[config.mk]
export PLATFORM = sky130hd
export DESIGN_NAME = ufil_top
export DESIGN_NICKNAME = d
export VERILOG_FILES = /design/src/design/ufil_pkg.sv /design/src/design/ufil_sync.sv /design/src/design/ufil_top.sv
export VERILOG_INCLUDE_DIRS = /design/src /design/src/design
export SDC_FILE = /design/constraint.sdc
export NUM_CORES = 1
export LEC_CHECK = 0
export ABC_AREA = 0
export BUFFER_PORTS_ARGS = -buffer_cell sky130_fd_sc_hd__clkbuf_2
export CAP_MARGIN = 20
export CORE_MARGIN = 2
export CORE_UTILIZATION = 49
export DETAILED_ROUTE_END_ITERATION = 10
export PLACE_DENSITY = 0.76
export SLEW_MARGIN = 20
export SYNTH_ARGS = -nofsm -noshare
export SYNTH_HDL_FRONTEND = slang
export SYNTH_SLANG_ARGS = --single-unit
export TNS_END_PERCENT = 50
[constraint.sdc]
create_clock -name clk_i -period 1.6 [get_ports clk_i]
set_input_delay 0 -clock clk_i [delete_from_list [all_inputs] [get_ports clk_i]]
set_output_delay 0 -clock clk_i [all_outputs]
set_load 0.02 [all_outputs]
[src/design/ufil_defs.svh]
// Purpose: Offsets, bit positions, reset values and timing counts for ufil.
// Assumes: Word-aligned registers on a 32-bit classic Wishbone bus.
// Notes: Byte address is four times the register index.
`ifndef UFIL_DEFS_SVH
`define UFIL_DEFS_SVH

// Register indexes
`define UFIL_IDX_IER 4'h1
`define UFIL_IDX_ISR 4'h2
`define UFIL_IDX_MCR 4'h4
`define UFIL_IDX_MSR 4'h6
`define UFIL_IDX_FCTR 4'h8
`define UFIL_IDX_EFR 4'h9
`define UFIL_IDX_THR 5'h10
`define UFIL_ADDR_W 8

// Enhanced function bits
`define UFIL_EFR_AUTO_IN 7
`define UFIL_EFR_AUTO_OUT 6
`define UFIL_EFR_ENH 4
// Interrupt enable bits
`define UFIL_IER_IN_DEASSERT 7
`define UFIL_IER_OUT_DEASSERT 6
// Interrupt status bit
`define UFIL_ISR_FLOW 5
// Modem control bits
`define UFIL_MCR_IR 6
`define UFIL_MCR_LOOP 4
`define UFIL_MCR_SEL 2
`define UFIL_MCR_RTS 1
`define UFIL_MCR_DTR 0
// Feature control bit: invert receive input ahead of the decoder
`define UFIL_FCTR_RX_INV 2
// Threshold register fields
`define UFIL_THR_HI_LSB 0
`define UFIL_THR_LO_LSB 8
`define UFIL_THR_OP1 16
`define UFIL_THR_OP2 17

// Reset values
`define UFIL_THR_RESET 32'h0000_1038
`define UFIL_REG_RESET 8'h00

// Infrared timing in 16X ticks
`define UFIL_IR_PULSE_TICKS 3
`define UFIL_IR_BIT_TICKS 16

`endif

[src/design/ufil_pkg.sv]
// Purpose: Types shared by the ufil block.
// Assumes: Nothing beyond the defines header.
// Notes: Only the transmit gate has a state machine.
package ufil_pkg;

    // Transmit gate state
    typedef enum logic [0:0] {
        UFIL_TX_RUN,
        UFIL_TX_HELD
    } ufil_tx_state_t;

endpackage

[src/design/ufil_sync.sv]
// Purpose: Two-flop synchroniser for a bundle of pin inputs.
// Assumes: Inputs are asynchronous levels.
// Notes: First stage is read only by the second stage.
`timescale 1ns/1ps

module ufil_sync #(
    parameter int W = 6,
    parameter logic [W-1:0] RST_VAL = '1
) (
    input wire logic clk_i,
    input wire logic rst_i,
    input wire logic [W-1:0] d_i,
    output logic [W-1:0] q_o
);
    typedef struct packed {
        logic [W-1:0] s1;
        logic [W-1:0] s2;
    } ufil_sync_t;

    ufil_sync_t st_q;
    ufil_sync_t st_d;

    // Shift the pin through both stages
    always_comb
    begin
        st_d.s1 = d_i;
        st_d.s2 = st_q.s1;
    end

    // Idle-high pins are forced high in reset; zero-valued bits keep tracking
    // the pin, so a strap sampled at reset release has already settled
    always_ff @(posedge clk_i)
    begin
        if (rst_i)
        begin
            st_q.s1 <= d_i | RST_VAL;
            st_q.s2 <= st_q.s1 | RST_VAL;
        end
        else
        begin
            st_q <= st_d;
        end
    end

    assign q_o = st_q.s2;
endmodule

[src/design/ufil_top.sv]
// Purpose: UART channel flow control, infrared codec and internal loopback.
// Assumes: Core transmitter, receiver and FIFO sit outside; bit_tick_i is the
//          16X enable on clk_i; tx_bit_start_i marks each transmit bit cell.
// Notes: Registers reached over classic Wishbone, one word per index.
//
// Contract
// - Select 0: enhanced bit 7 auto CTS, bit 6 auto RTS.
// - Select 1: same bits give auto DSR/DTR; both clear means none.
// - Auto RTS acts only once modem control bit 1 asserts RTS.
// - Auto DTR acts only once modem control bit 0 asserts DTR.
// - Flow interrupt enables writable and effective only with enhanced bit 4.
// - Interrupt enable bit 7 flags monitored input de-assertion, CTS or DSR.
// - Interrupt enable bit 6 flags controlled output de-assertion, RTS or DTR.
// - Monitored input rising with enable sets status bit 5.
// - High flow input lets current character finish, then no new start.
// - Held transmitter resumes once flow input returns low.
// - Receive fill reaching upper threshold de-asserts the auto output.
// - Fill falling to lower threshold re-asserts the auto output.
// - Infrared startup pin sampled at reset release into control bit 6.
// - Software writes to control bit 6 override the sampled value.
// - Infrared receiver blanked while the transmitter is sending.
// - Infrared transmit idles low; low receive input is idle.
// - Each zero bit emits one 3/16-bit pulse; a one emits none.
// - Each detected light pulse yields a zero in the received stream.
// - Register option inverts receive input ahead of the decoder.
// - Control bit 4 loops transmit shifter into receive shifter.
// - Loopback drives transmit, RTS, DTR high and ignores modem inputs.
`timescale 1ns/1ps
`include "ufil_defs.svh"

module ufil_top
    import ufil_pkg::*;
#(
    parameter int FILL_W = 7
) (
    input wire logic clk_i,
    input wire logic rst_i,
    // Wishbone slave
    input wire logic wb_cyc_i,
    input wire logic wb_stb_i,
    input wire logic wb_we_i,
    input wire logic [`UFIL_ADDR_W-1:0] wb_adr_i,
    input wire logic [3:0] wb_sel_i,
    input wire logic [31:0] wb_dat_i,
    output logic [31:0] wb_dat_o,
    output logic wb_ack_o,
    // Core side
    input wire logic bit_tick_i,
    input wire logic tx_bit_start_i,
    input wire logic tx_serial_i,
    input wire logic tx_busy_i,
    input wire logic [FILL_W-1:0] rx_fill_level_i,
    output logic tx_allow_o,
    output logic rx_serial_o,
    // Line pins
    output logic tx_o,
    input wire logic rx_i,
    output logic rts_n_o,
    output logic dtr_n_o,
    input wire logic cts_n_i,
    input wire logic dsr_n_i,
    input wire logic carrier_detect_n_i,
    input wire logic ring_indicator_n_i,
    input wire logic ir_startup_enable_pin_i
);
    typedef struct packed {
        logic ack;
        logic [31:0] rdata;
        logic [7:0] interrupt_enable_reg;
        logic [7:0] modem_control_reg;
        logic [7:0] enhanced_function_reg;
        logic [7:0] fctr;
        logic [17:0] thr;
        logic isr_flow;
        logic rst_seen;
        ufil_tx_state_t tx_st;
        logic out_hold;
        logic mon_prev;
        logic ctl_prev;
        logic [3:0] enc_cnt;
        logic enc_zero;
        logic [3:0] dec_cnt;
        logic dec_busy;
        logic rx_prev;
        logic tx_pin;
        logic rx_out;
        logic rts_pin;
        logic dtr_pin;
    } ufil_state_t;

    ufil_state_t st_q;
    ufil_state_t st_d;

    // Pin inputs cross into clk_i; idle levels are high except infrared enable
    logic [5:0] pins_s;
    ufil_sync #(
        .W(6),
        .RST_VAL(6'h3E)
    ) u_sync (
        .clk_i(clk_i),
        .rst_i(rst_i),
        .d_i({rx_i, cts_n_i, dsr_n_i, carrier_detect_n_i, ring_indicator_n_i,
              ir_startup_enable_pin_i}),
        .q_o(pins_s)
    );

    logic rx_s;
    logic cts_s;
    logic dsr_s;
    logic cd_s;
    logic ri_s;
    logic ir_pin_s;
    assign {rx_s, cts_s, dsr_s, cd_s, ri_s, ir_pin_s} = pins_s;

    // Decoded controls
    logic sel;
    logic loop;
    logic ir_mode;
    logic enh;
    logic auto_in;
    logic auto_out;
    logic rts_on;
    logic dtr_on;
    logic cts_n;
    logic dsr_n;
    logic cd_n;
    logic ri_n;
    logic mon_n;
    logic ctl_n;
    logic [FILL_W-1:0] hi_lvl;
    logic [FILL_W-1:0] lo_lvl;
    logic acc;
    logic [3:0] idx;
    logic idx_ok;
    logic [7:0] msr;
    logic rx_dec_in;

    assign sel = st_q.modem_control_reg[`UFIL_MCR_SEL];
    assign loop = st_q.modem_control_reg[`UFIL_MCR_LOOP];
    assign ir_mode = st_q.modem_control_reg[`UFIL_MCR_IR];
    assign enh = st_q.enhanced_function_reg[`UFIL_EFR_ENH];
    assign auto_in = st_q.enhanced_function_reg[`UFIL_EFR_AUTO_IN];
    assign auto_out = st_q.enhanced_function_reg[`UFIL_EFR_AUTO_OUT];
    assign hi_lvl = st_q.thr[`UFIL_THR_HI_LSB +: FILL_W];
    assign lo_lvl = st_q.thr[`UFIL_THR_LO_LSB +: FILL_W];

    assign rts_on = st_q.modem_control_reg[`UFIL_MCR_RTS] & ~(auto_out & ~sel & st_q.out_hold);
    assign dtr_on = st_q.modem_control_reg[`UFIL_MCR_DTR] & ~(auto_out & sel & st_q.out_hold);

    assign cts_n = loop ? ~rts_on : cts_s;
    assign dsr_n = loop ? ~dtr_on : dsr_s;
    assign ri_n = loop ? ~st_q.thr[`UFIL_THR_OP1] : ri_s;
    assign cd_n = loop ? ~st_q.thr[`UFIL_THR_OP2] : cd_s;

    // Monitored input and controlled output of the selected pair
    assign mon_n = sel ? dsr_n : cts_n;
    assign ctl_n = sel ? ~dtr_on : ~rts_on;
    assign msr = {~cd_n, ~ri_n, ~dsr_n, ~cts_n, 4'h0};

    assign rx_dec_in = st_q.fctr[`UFIL_FCTR_RX_INV] ? ~rx_s : rx_s;

    // Bus decode; one word per index, so low two address bits are ignored
    assign acc = wb_cyc_i & wb_stb_i & ~st_q.ack;
    assign idx = wb_adr_i[5:2];
    assign idx_ok = (wb_adr_i[7:6] == 2'h0);

    // Next-state logic for the whole channel
    always_comb
    begin
        st_d = st_q;
        st_d.ack = acc;
        st_d.rst_seen = 1'b1;

        // Catch startup pin once after reset
        if (!st_q.rst_seen)
        begin
            st_d.modem_control_reg[`UFIL_MCR_IR] = ir_pin_s;
        end

        // Register reads; unmapped words read zero
        if (acc && !wb_we_i)
        begin
            st_d.rdata = 32'h0000_0000;
            if (wb_adr_i[7:2] == 6'(`UFIL_IDX_THR))
            begin
                st_d.rdata = {14'h0000, st_q.thr};
            end
            else if (idx_ok)
            begin
                case (idx)
                    `UFIL_IDX_IER: st_d.rdata = {24'h000000, st_q.interrupt_enable_reg};
                    `UFIL_IDX_ISR:
                        st_d.rdata = {26'h0000000, st_q.isr_flow, 4'h0, ~st_q.isr_flow};
                    `UFIL_IDX_MCR: st_d.rdata = {24'h000000, st_q.modem_control_reg};
                    `UFIL_IDX_MSR: st_d.rdata = {24'h000000, msr};
                    `UFIL_IDX_FCTR: st_d.rdata = {24'h000000, st_q.fctr};
                    `UFIL_IDX_EFR: st_d.rdata = {24'h000000, st_q.enhanced_function_reg};
                    default: st_d.rdata = 32'h0000_0000;
                endcase
            end
        end

        // Register writes on lane 0 (lanes 1 and 2 also for the threshold register)
        if (acc && wb_we_i)
        begin
            if (wb_adr_i[7:2] == 6'(`UFIL_IDX_THR))
            begin
                if (wb_sel_i[0])
                begin
                    st_d.thr[7:0] = wb_dat_i[7:0];
                end
                if (wb_sel_i[1])
                begin
                    st_d.thr[15:8] = wb_dat_i[15:8];
                end
                if (wb_sel_i[2])
                begin
                    st_d.thr[17:16] = wb_dat_i[17:16];
                end
            end
            else if (idx_ok && wb_sel_i[0])
            begin
                case (idx)
                    `UFIL_IDX_IER:
                    begin
                        st_d.interrupt_enable_reg[5:0] = wb_dat_i[5:0];
                        if (enh)
                        begin
                            st_d.interrupt_enable_reg[7:6] = wb_dat_i[7:6];
                        end
                    end
                    `UFIL_IDX_MCR: st_d.modem_control_reg = wb_dat_i[7:0];
                    `UFIL_IDX_FCTR: st_d.fctr = wb_dat_i[7:0];
                    `UFIL_IDX_EFR: st_d.enhanced_function_reg = wb_dat_i[7:0];
                    default: st_d.interrupt_enable_reg = st_q.interrupt_enable_reg;
                endcase
            end
        end

        // Reading the status clears the flow flag
        if (acc && !wb_we_i && idx_ok && idx == `UFIL_IDX_ISR)
        begin
            st_d.isr_flow = 1'b0;
        end

        st_d.mon_prev = mon_n;
        st_d.ctl_prev = ctl_n;
        if (enh && st_q.interrupt_enable_reg[`UFIL_IER_IN_DEASSERT] && mon_n && !st_q.mon_prev)
        begin
            st_d.isr_flow = 1'b1;
        end
        if (enh && st_q.interrupt_enable_reg[`UFIL_IER_OUT_DEASSERT] && ctl_n && !st_q.ctl_prev)
        begin
            st_d.isr_flow = 1'b1;
        end

        if (rx_fill_level_i >= hi_lvl)
        begin
            st_d.out_hold = 1'b1;
        end
        else if (rx_fill_level_i <= lo_lvl)
        begin
            st_d.out_hold = 1'b0;
        end

        // Transmit gate; the core owns character framing
        case (st_q.tx_st)
            UFIL_TX_RUN:
            begin
                if (auto_in && mon_n && !tx_busy_i)
                begin
                    st_d.tx_st = UFIL_TX_HELD;
                end
            end
            UFIL_TX_HELD:
            begin
                if (!auto_in || !mon_n)
                begin
                    st_d.tx_st = UFIL_TX_RUN;
                end
            end
            default: st_d.tx_st = UFIL_TX_RUN;
        endcase

        // Encoder pulses only on zero bits
        if (tx_bit_start_i)
        begin
            st_d.enc_cnt = 4'h0;
            st_d.enc_zero = ~tx_serial_i;
        end
        else if (bit_tick_i && st_q.enc_cnt != 4'hF)
        begin
            st_d.enc_cnt = st_q.enc_cnt + 4'h1;
        end

        // Light pulse gives a zero bit
        st_d.rx_prev = rx_dec_in;
        if (tx_busy_i)
        begin
            st_d.dec_busy = 1'b0;
        end
        else if (rx_dec_in && !st_q.rx_prev)
        begin
            st_d.dec_busy = 1'b1;
            st_d.dec_cnt = 4'h0;
        end
        else if (bit_tick_i && st_q.dec_busy)
        begin
            st_d.dec_cnt = st_q.dec_cnt + 4'h1;
            if (st_q.dec_cnt == 4'(`UFIL_IR_BIT_TICKS - 1))
            begin
                st_d.dec_busy = 1'b0;
            end
        end

        // Registered line outputs
        if (loop)
        begin
            st_d.tx_pin = 1'b1;
            st_d.rts_pin = 1'b1;
            st_d.dtr_pin = 1'b1;
            st_d.rx_out = tx_serial_i;
        end
        else
        begin
            st_d.rts_pin = ~rts_on;
            st_d.dtr_pin = ~dtr_on;
            if (ir_mode)
            begin
                st_d.tx_pin = st_q.enc_zero && tx_busy_i && !tx_bit_start_i &&
                    (st_q.enc_cnt < 4'(`UFIL_IR_PULSE_TICKS));
                st_d.rx_out = ~st_q.dec_busy | tx_busy_i;
            end
            else
            begin
                st_d.tx_pin = tx_serial_i;
                st_d.rx_out = rx_s;
            end
        end
    end

    // Single state register
    always_ff @(posedge clk_i)
    begin
        if (rst_i)
        begin
            st_q <= '0;
            st_q.interrupt_enable_reg <= `UFIL_REG_RESET;
            st_q.modem_control_reg <= `UFIL_REG_RESET;
            st_q.enhanced_function_reg <= `UFIL_REG_RESET;
            st_q.fctr <= `UFIL_REG_RESET;
            st_q.thr <= 18'(`UFIL_THR_RESET);
            st_q.tx_st <= UFIL_TX_RUN;
            st_q.mon_prev <= 1'b1;
            st_q.ctl_prev <= 1'b1;
            st_q.rx_prev <= 1'b1; // Matches synced reset level, no false pulse
            st_q.tx_pin <= 1'b1;
            st_q.rx_out <= 1'b1;
            st_q.rts_pin <= 1'b1;
            st_q.dtr_pin <= 1'b1;
        end
        else
        begin
            st_q <= st_d;
        end
    end

    // Outputs
    assign wb_ack_o = st_q.ack;
    assign wb_dat_o = st_q.rdata;
    assign tx_allow_o = (st_q.tx_st == UFIL_TX_RUN);
    assign tx_o = st_q.tx_pin;
    assign rx_serial_o = st_q.rx_out;
    assign rts_n_o = st_q.rts_pin;
    assign dtr_n_o = st_q.dtr_pin;
endmodule

Word level (Yosys, flattened, before mapping):

Index checks and enable logic that the tools add are counted.

* register bits: 116
* input bits: 66
* output and inout bits: 38
* logic and storage cells: 158

* add/subtract/negate cells: 2
* $lt $le $gt $ge: 3
* eq/ne operators: 9
* muxes and demuxes: 40
* bitwise logic cells: 28
* reductions and logical operators: 46

Operator list (count)
* one-hot mux 8 bit (6 select lines): 1
* 2-to-1 mux 23 bit: 2
* 2-to-1 mux 41 bit: 1
* 2-to-1 mux 8 bit: 5
* 2-to-1 mux 18 bit: 2
* 2-to-1 mux 20 bit: 1
* logical AND 1 bit: 19
* NOT 1 bit: 19
* 2-to-1 mux 1 bit: 18
* 2-to-1 mux 4 bit: 4
* AND reduction 4 bit: 4
* equality test 4 bit, second input constant: 3
* 2-to-1 mux 5 bit: 2
* AND reduction 3 bit: 3
* adder 4 x 1 -> 4 bit, second input constant: 2
* bitwise AND 1 bit: 8
* equality test 4 x 3 -> 1 bit, second input constant: 2
* logical NOT 1 bit: 8
* greater-or-equal comparator 7 bit: 1
* <= comparator 7 bit: 1
* 2-to-1 mux 7 bit: 1
* equality test 6 x 5 -> 1 bit, second input constant: 1
* nonzero test 2 bit: 3
* OR reduction 2 bit: 3
* other kinds (12): 14

Longest topological paths before layout:

Gate-level depths: netlist (run 1).

* depth after elaboration: 13
* depth in mapped cells: 8
* depth with buffers taken out: 7

By module:

A second synthesis (run 1) with hierarchy kept.

* cell total of the unflattened synthesis: 513
* area, all modules: 4715.8 um^2

By module, submodules not included
* ufil_top: times used 1, cells an instance 491, area each 4413.0 um^2, sequential area each 1801.7 um^2
* ufil_sync: times used 1, cells an instance 22, area each 302.8 um^2, sequential area each 240.2 um^2

Least setup slack after synthesis (run 1):

OpenSTA, ideal clock, no wires.

* kind: reg2reg
* start: reg st_q, in the netlist wb_ack_o
* end: reg st_q[63] (netlist bit)
* setup time: 128 ps
* arrival time: 1581 ps
* required time: 1472 ps
* slack: -108 ps
* stages on the path, launching flop included: 9
* path buffers: 3
* period minus slack after synthesis: 1708 ps
* cells stage by stage: dfxtp_1 -> and3b_1 -> buf_2 -> and3_1 -> buf_4 -> and3b_1 -> buf_4 -> mux2i_1 -> nor2_1

* longest elaborated chain between the ends: 4

Ends and longest elaborated chain
* start: declaration: RTL line ufil_top.sv:91 `ufil_state_t st_q;`
* start signal: assignment: RTL line ufil_top.sv:364 `st_q <= st_d;`
* NOT 1 bit: RTL line ufil_top.sv:163 `assign acc = wb_cyc_i & wb_stb_i & ~st_q.ack;`
* bitwise AND 1 bit: RTL line ufil_top.sv:163
* logical AND 1 bit: RTL line ufil_top.sv:204 `if (acc && wb_we_i)`
* AND reduction 4 bit (no line)

No other way between the ends.
A chain may end at the register's enable or synchronous reset.

Worst setup path after layout (run 1):

* start: reg st_q, in the netlist wb_ack_o
* end: reg st_q[64] (netlist bit)

Same word-level chain as after synthesis.

==> results of run 1 <==
-- through the flow --
stage	instances	instance area [µm²]
CTS	759	5750
detailed placement	715	5260
floorplan	537	4820
finish	759	5820
global placement	715	5260
global route	759	5820
-- area by class of cell --
cell class              count  area share, %
well taps                 129           2.78
multi-input cells         356           40.8
inverters                  19           1.23
repair buffers            137           16.3
clock inverters             4          0.904
flip-flops and latches    102           35.3
clock buffers              12           2.69
-- placed cells by master (no fill, tap or decap), types with 3 or more instances in the layout --
master	count
a2111oi_0	3
a211oi_1	3
a21oi_1	28
a22oi_1	7
a31oi_1	8
buf_4	34
clkbuf_2	72
clkbuf_8	9
conb_1	14
dfxtp_1	93
dfxtp_2	8
dlygate4sd3_1	28
ha_1	13
inv_1	19
mux2i_1	58
nand2_1	38
nand3_1	25
nand3_2	3
nand3b_1	3
nand4_1	5
nor2_1	67
nor2b_1	4
nor3_1	8
o21ai_0	8
o22ai_1	6
or2_2	11
xor2_1	4
-- layer usage --
layer / up-vias / track usage [%] / share of wire, %
met4: 0 / 7.59 / 2.3
met3: 24 / 5.29 / 5.3
met2: 131 / 38.8 / 50
met5: - / 0 / 0
li1: 1964 / - / -
met1: 1942 / 29.7 / 43
-- registers in the layout, indices dropped and copies added, names as in the netlist --
signal,flops
auto_in,1
auto_out,1
dtr_n_o,1
enh,1
hi_lvl,7
ir_mode,1
lo_lvl,7
loop,1
rts_n_o,1
rx_serial_o,1
sel,1
st_q,47
tx_o,1
u_sync.q_o,6
u_sync.st_d,6
wb_ack_o,1
wb_dat_o,18
-- tightest hold or removal path, delay by kind of cell --
kind,cells,cell delay [ns]
buffers and inverters,1,0.14
and+or+nand+nor,1,0.12
AOI/OAI and AO/OA,1,0.09
-- path summary, 6_finish.rpt --
check	from	to	slack, ns	depth (start not counted)
worst max-delay path	wb_ack_o	st_q[64]	0.03	6
worst min-delay path	bit_tick_i	st_q[14]	0.02	3
worst max register to register	wb_ack_o	st_q[64]	0.03	6
worst min register to register	u_sync.st_d[0]	u_sync.q_o[0]	0.34	0
-- timing repair --
action / in CTS / in global routing
pin swaps: 1 / 3
resized for setup: 2 / 18
hold buffers: 28 / 0
setup endpoints to repair: 3 / 8
endpoints found under the hold margin: 58 / 0
-- report_power, final --
| part | total [mW] | switching [mW] | internal (mW) |
|---|---|---|---|
| combinational | 0.449 | 0.254 | 0.195 |
| clock | 1.71 | 0.881 | 0.826 |
| sequential | 2.58 | 0.0167 | 2.57 |
-- cell families after synthesis --
kind of cell / Yosys count
and+or+nand+nor: 184
DFF: 102
buffers and inverters: 79
AOI/OAI and AO/OA: 76
muxes: 61
adders and majority gates: 16
xor gates and xnor gates: 5
other: 1
==> impl_metrics.tcl, run 1 <==
set metrics [dict create \
    fp.dieArea_um2 10500 \
    async_reset_ff_share_pct 0 \
    post-route-util_pct 62.3 \
    critPathKind "flip-flop to flip-flop" \
    crit_buf_inv 1 \
    final-hold-violation-count 0 \
    synth_cell_types 51 \
    grt_pass1_wl_um 19100 \
    clk_pin_slew_ns 0.10 \
    synthSimpleGateAreaFrac_pct 19.8 \
    max-cap-violations 0 \
    vias_per_cell 5.35 \
    pre_cts_ws_ns -0.0167 \
    drive_gt1_share_pct 26.2 \
    fin_crit_ns 1.57 \
    vias 4061 \
    n_fill_cell 795 \
    rsz0062_at_grt "yes" \
    tightest_slew_ns 0.522 \
    peakVddDrop_uv 629 \
    p_per_area_nw_per_um2 815 \
    rows 35 \
    drt_wl_total_um 11900 \
    drc 0 \
    syn_area_um2 4760 \
    chipHeight_um 103 \
    power.total_mw 4.74 \
    diodes 0 \
    grt_pass1_vias 3996 \
    fin_ws_ns 0.0347 \
    clk_path_buf_depth 2 \
    area_delta_synth_final_pct 22.3 \
    wl_per_cell_um 15.7 \
    cts_buffers 9 \
    crit_top_cell "and3b_1" \
    synth_top_cell_by_area "dfxtp_1" \
    synth_mux_area_share_pct 12.9 \
    antenna_found_initial 0 \
    crit_slowest_cell "dfxtp_4" \
    numPortBuffers 72 \
    cts.sinks 102 \
    synthTopCellsByCount "dfxtp_1 (102), nor2_1 (67), mux2i_1 (59), nand2_1 (38), buf_4 (35)" \
    synth_edf_count 0 \
    cp_top_family "simple AND/OR/NAND/NOR gates" \
    start_util_pct 51.0 \
    drt_pre_antenna_iters 6 \
    maxSlewHeadroom_pct 64.9 \
    finClkSkew_ns 0.0107 \
    synthXorXnorAreaFrac_pct 0.921 \
    p_leak_nw 2.66 \
    fin_crit_sh_pct 97.8 \
    synth.most_common_cell "dfxtp_1" \
    track_usage_pct 23.2 \
    fin_nets 707 \
    die_width_um 103 \
    synth_area_leaders "dfxtp_1 (43%), mux2i_1 (12%), buf_4 (5.5%), nor2_1 (5.3%), ha_1 (4.2%)" \
    multi_input_area_um2 2370 \
    place.gp.congestion 0.897 \
    synth_top_family_by_area "simple AND/OR/NAND/NOR gates" \
    synth-compound-area-share_pct 9.73 \
    root_buffer "clkbuf_8" \
    setup_violations 0 \
    worst_ep_arrival_time_ns 1.82 \
    hold_class "input port to flip-flop" \
    syn_inst 524 \
    post_cts_buffers 0 \
    status "complete, no violations" \
    num_io_pins 104 \
    hold_ws_ns 0.0224 \
    grt_remaining_overflow 0 \
    path_max_fanout 6 \
    ys_seq_elements 102 \
    cts_tree "done" \
    synth_flop_cell "dfxtp_1" \
    cp-start-kind "flip-flop" \
    critPathCaptureType "flip-flop" \
    critical-path-max-stage-delay_ns 0.36 \
    seqCellArea_um2 2060 \
    synth.yosys.seq_area_share_pct 42.9 \
    slew_viol_final 0 \
    worstSkewPairLatency_ns 0.37 \
    core_um2 9330 \
    cp.required_ns 1.86 \
    grt_max_degree 35 \
    post-dp-hpwl_um 8440 \
    h-tree-depth 3 \
    yosys_warnings 0 \
    synthDominantCellAreaShare_pct 42.9 \
    cp_cell_sequence "and3b_1 -> and3_4 -> and3b_1 -> buf_6 -> mux2i_2 -> nor2_1" \
    ant_nets 0 \
    fin_setup_tns_ns 0 \
    fmax_mhz 639 \
    avgSynthCellArea_um2 9.08 \
    synth_adder_area_share_pct 4.21 \
    initialDrtViolationCount 208 \
]
(Power assumes the default switching activity.)
==> run 2: changes to the inputs <==
--- a/config.mk
+++ b/config.mk
@@ -13,6 +13,7 @@
 export CORE_UTILIZATION = 49
 export DETAILED_ROUTE_END_ITERATION = 10
 export PLACE_DENSITY = 0.76
+export SETUP_SLACK_MARGIN = 0.15
 export SLEW_MARGIN = 20
 export SYNTH_ARGS = -nofsm -noshare
 export SYNTH_HDL_FRONTEND = slang
==> run 2 against run 1 <==
  * Power shrank 3.4%
  * Global-route usage is 0.29 points higher
  * Sequential power barely moved
  * The run now ends with setup timing left
  * Critical path type unchanged
  * Critical path depth increased by 1
  * Fmax is 2.5% lower
==> impl_metrics.tcl, run 2 (same netlist as run 1, synthesis figures left out) <==
set metrics [dict create \
    slew_viol_final 0 \
    rows 35 \
    fin_nets 721 \
    maxSlewHeadroom_pct 66.6 \
    critPathKind "flip-flop to flip-flop" \
    worstSkewPairLatency_ns 0.37 \
    top_register "st_q" \
    grt_pass1_vias 3992 \
    drive_gt1_share_pct 30.9 \
    start_util_pct 51.0 \
    core_um2 9330 \
    fin_crit_sh_pct 100 \
    status "finished, violations left" \
    finalInstanceArea_um2 6090 \
    initialDrtViolationCount 266 \
    p_per_area_nw_per_um2 752 \
    cts.sinks 102 \
    violations "setup timing" \
    finClkSkew_ns 0.00707 \
    numPortBuffers 72 \
    wl_per_cell_um 16.7 \
    max-cap-violations 0 \
    peakVddDrop_uv 682 \
    largest_reg_flops 47 \
    grt_remaining_overflow 0 \
    rsz0062_at_grt "yes" \
    final-hold-violation-count 0 \
    post-dp-hpwl_um 8600 \
    cp.required_ns 1.85 \
    pre_cts_ws_ns -0.00229 \
    fin_ws_ns -0.00484 \
    n_fill_cell 687 \
    fin_crit_ns 1.60 \
    antenna_found_initial 0 \
    hold_ws_ns 0.0310 \
    drt_wl_total_um 12900 \
    track_usage_pct 23.5 \
    place.gp.congestion 0.889 \
    setup_violations 1 \
    vias 4250 \
    h-tree-depth 3 \
    drc 0 \
    grt_max_degree 26 \
    hold_class "input port to flip-flop" \
    multi_input_area_um2 2510 \
    grt_pass1_wl_um 19100 \
    tightest_slew_ns 0.501 \
    drt_pre_antenna_iters 5 \
    cp-start-kind "flip-flop" \
    placed_cell_area_um2 5240 \
    area_delta_synth_final_pct 28.0 \
    num_io_pins 104 \
    seqCellArea_um2 2060 \
    root_buffer "clkbuf_8" \
    ant_nets 0 \
    clk_pin_slew_ns 0.10 \
    fp.dieArea_um2 10500 \
    p_leak_nw 2.72 \
    path_max_fanout 2 \
    vias_per_cell 5.50 \
    clk_path_buf_depth 2 \
    die_width_um 103 \
    final_common_cell "dfxtp_1" \
    fmax_mhz 623 \
    cts_tree "done" \
    worst_ep_arrival_time_ns 1.86 \
    diodes 0 \
    cts_buffers 9 \
    final_cell_mix "dfxtp_1 (90), clkbuf_2 (72), nor2_1 (66)" \
    chipHeight_um 103 \
    critPathCaptureType "flip-flop" \
    power.total_mw 4.58 \
]
-- run 2: cell types whose count changed in the layout (fill, tap and decap cells not counted), sizes merged --
cell	delta
buf	+13
clkinv	+2
bufinv	-1
clkbuf	-1
dlygate4sd3	+1
-- run 2: final cells by class --
class,instances,area share (%)
Multi-Input combinational cell,356,41.2
Sequential cell,102,33.8
Clock buffer,11,2.32
Clock inverter,5,0.555
Timing Repair Buffer,151,18.3
Inverter,19,1.17
Tap cell,129,2.65
-- run 2: per-layer routing --
metal / GRT usage, % / vias to the layer above / routed length, µm
li1: - / 1993 / -
met1: 29.7 / 2055 / 5360
met2: 39.5 / 169 / 6630
met3: 3.93 / 33 / 617
met4: 10.2 / 0 / 347
met5: 0 / - / 0
-- run 2: worst paths after layout --
path	start	end	slack, ns	cells past startpoint
hold / removal	bit_tick_i	st_q[13]	0.03	3
hold reg to reg	u_sync.st_d[0]	u_sync.q_o[0]	0.33	0
setup reg to reg	lo_lvl[4]	st_q[17]	-0.005	7
setup / recovery	lo_lvl[4]	st_q[17]	-0.005	7
-- run 2: worst max-delay path: stages, from the launching register on --
cell and delay, ns:
dfxtp_2 0.36, inv_2 0.05, ha_4 0.22, a211oi_4 0.23, nor2_1 0.09, or3_1 0.33, o211ai_1 0.10, a31oi_1 0.11
-- run 2: timing repair --
action | CTS | global route
hold buffers | 29 | 0
setup endpoints to repair | 36 | 49
endpoints found under the hold margin | 54 | 0
pin swaps | 9 | 36
gates resized for setup | 33 | 33
setup buffers | 5 | 9
-- run 2: stage by stage --
stage	cells	utilization (%)	setup TNS (ns)
finish	773	65.3	-0.00484
global route	773	65.3	-0.165
CTS	764	62.9	0
detailed placement	714	56.1	-0.00229
global placement	714	56.1	0
floorplan	537	-	0
-- run 2: power by group --
| group | leakage, nW | switching, mW | internal, mW |
|---|---|---|---|
| logic | 1.80 | 0.277 | 0.212 |
| clock network | 0.0936 | 0.894 | 0.611 |
| registers | 0.832 | 0.0164 | 2.57 |
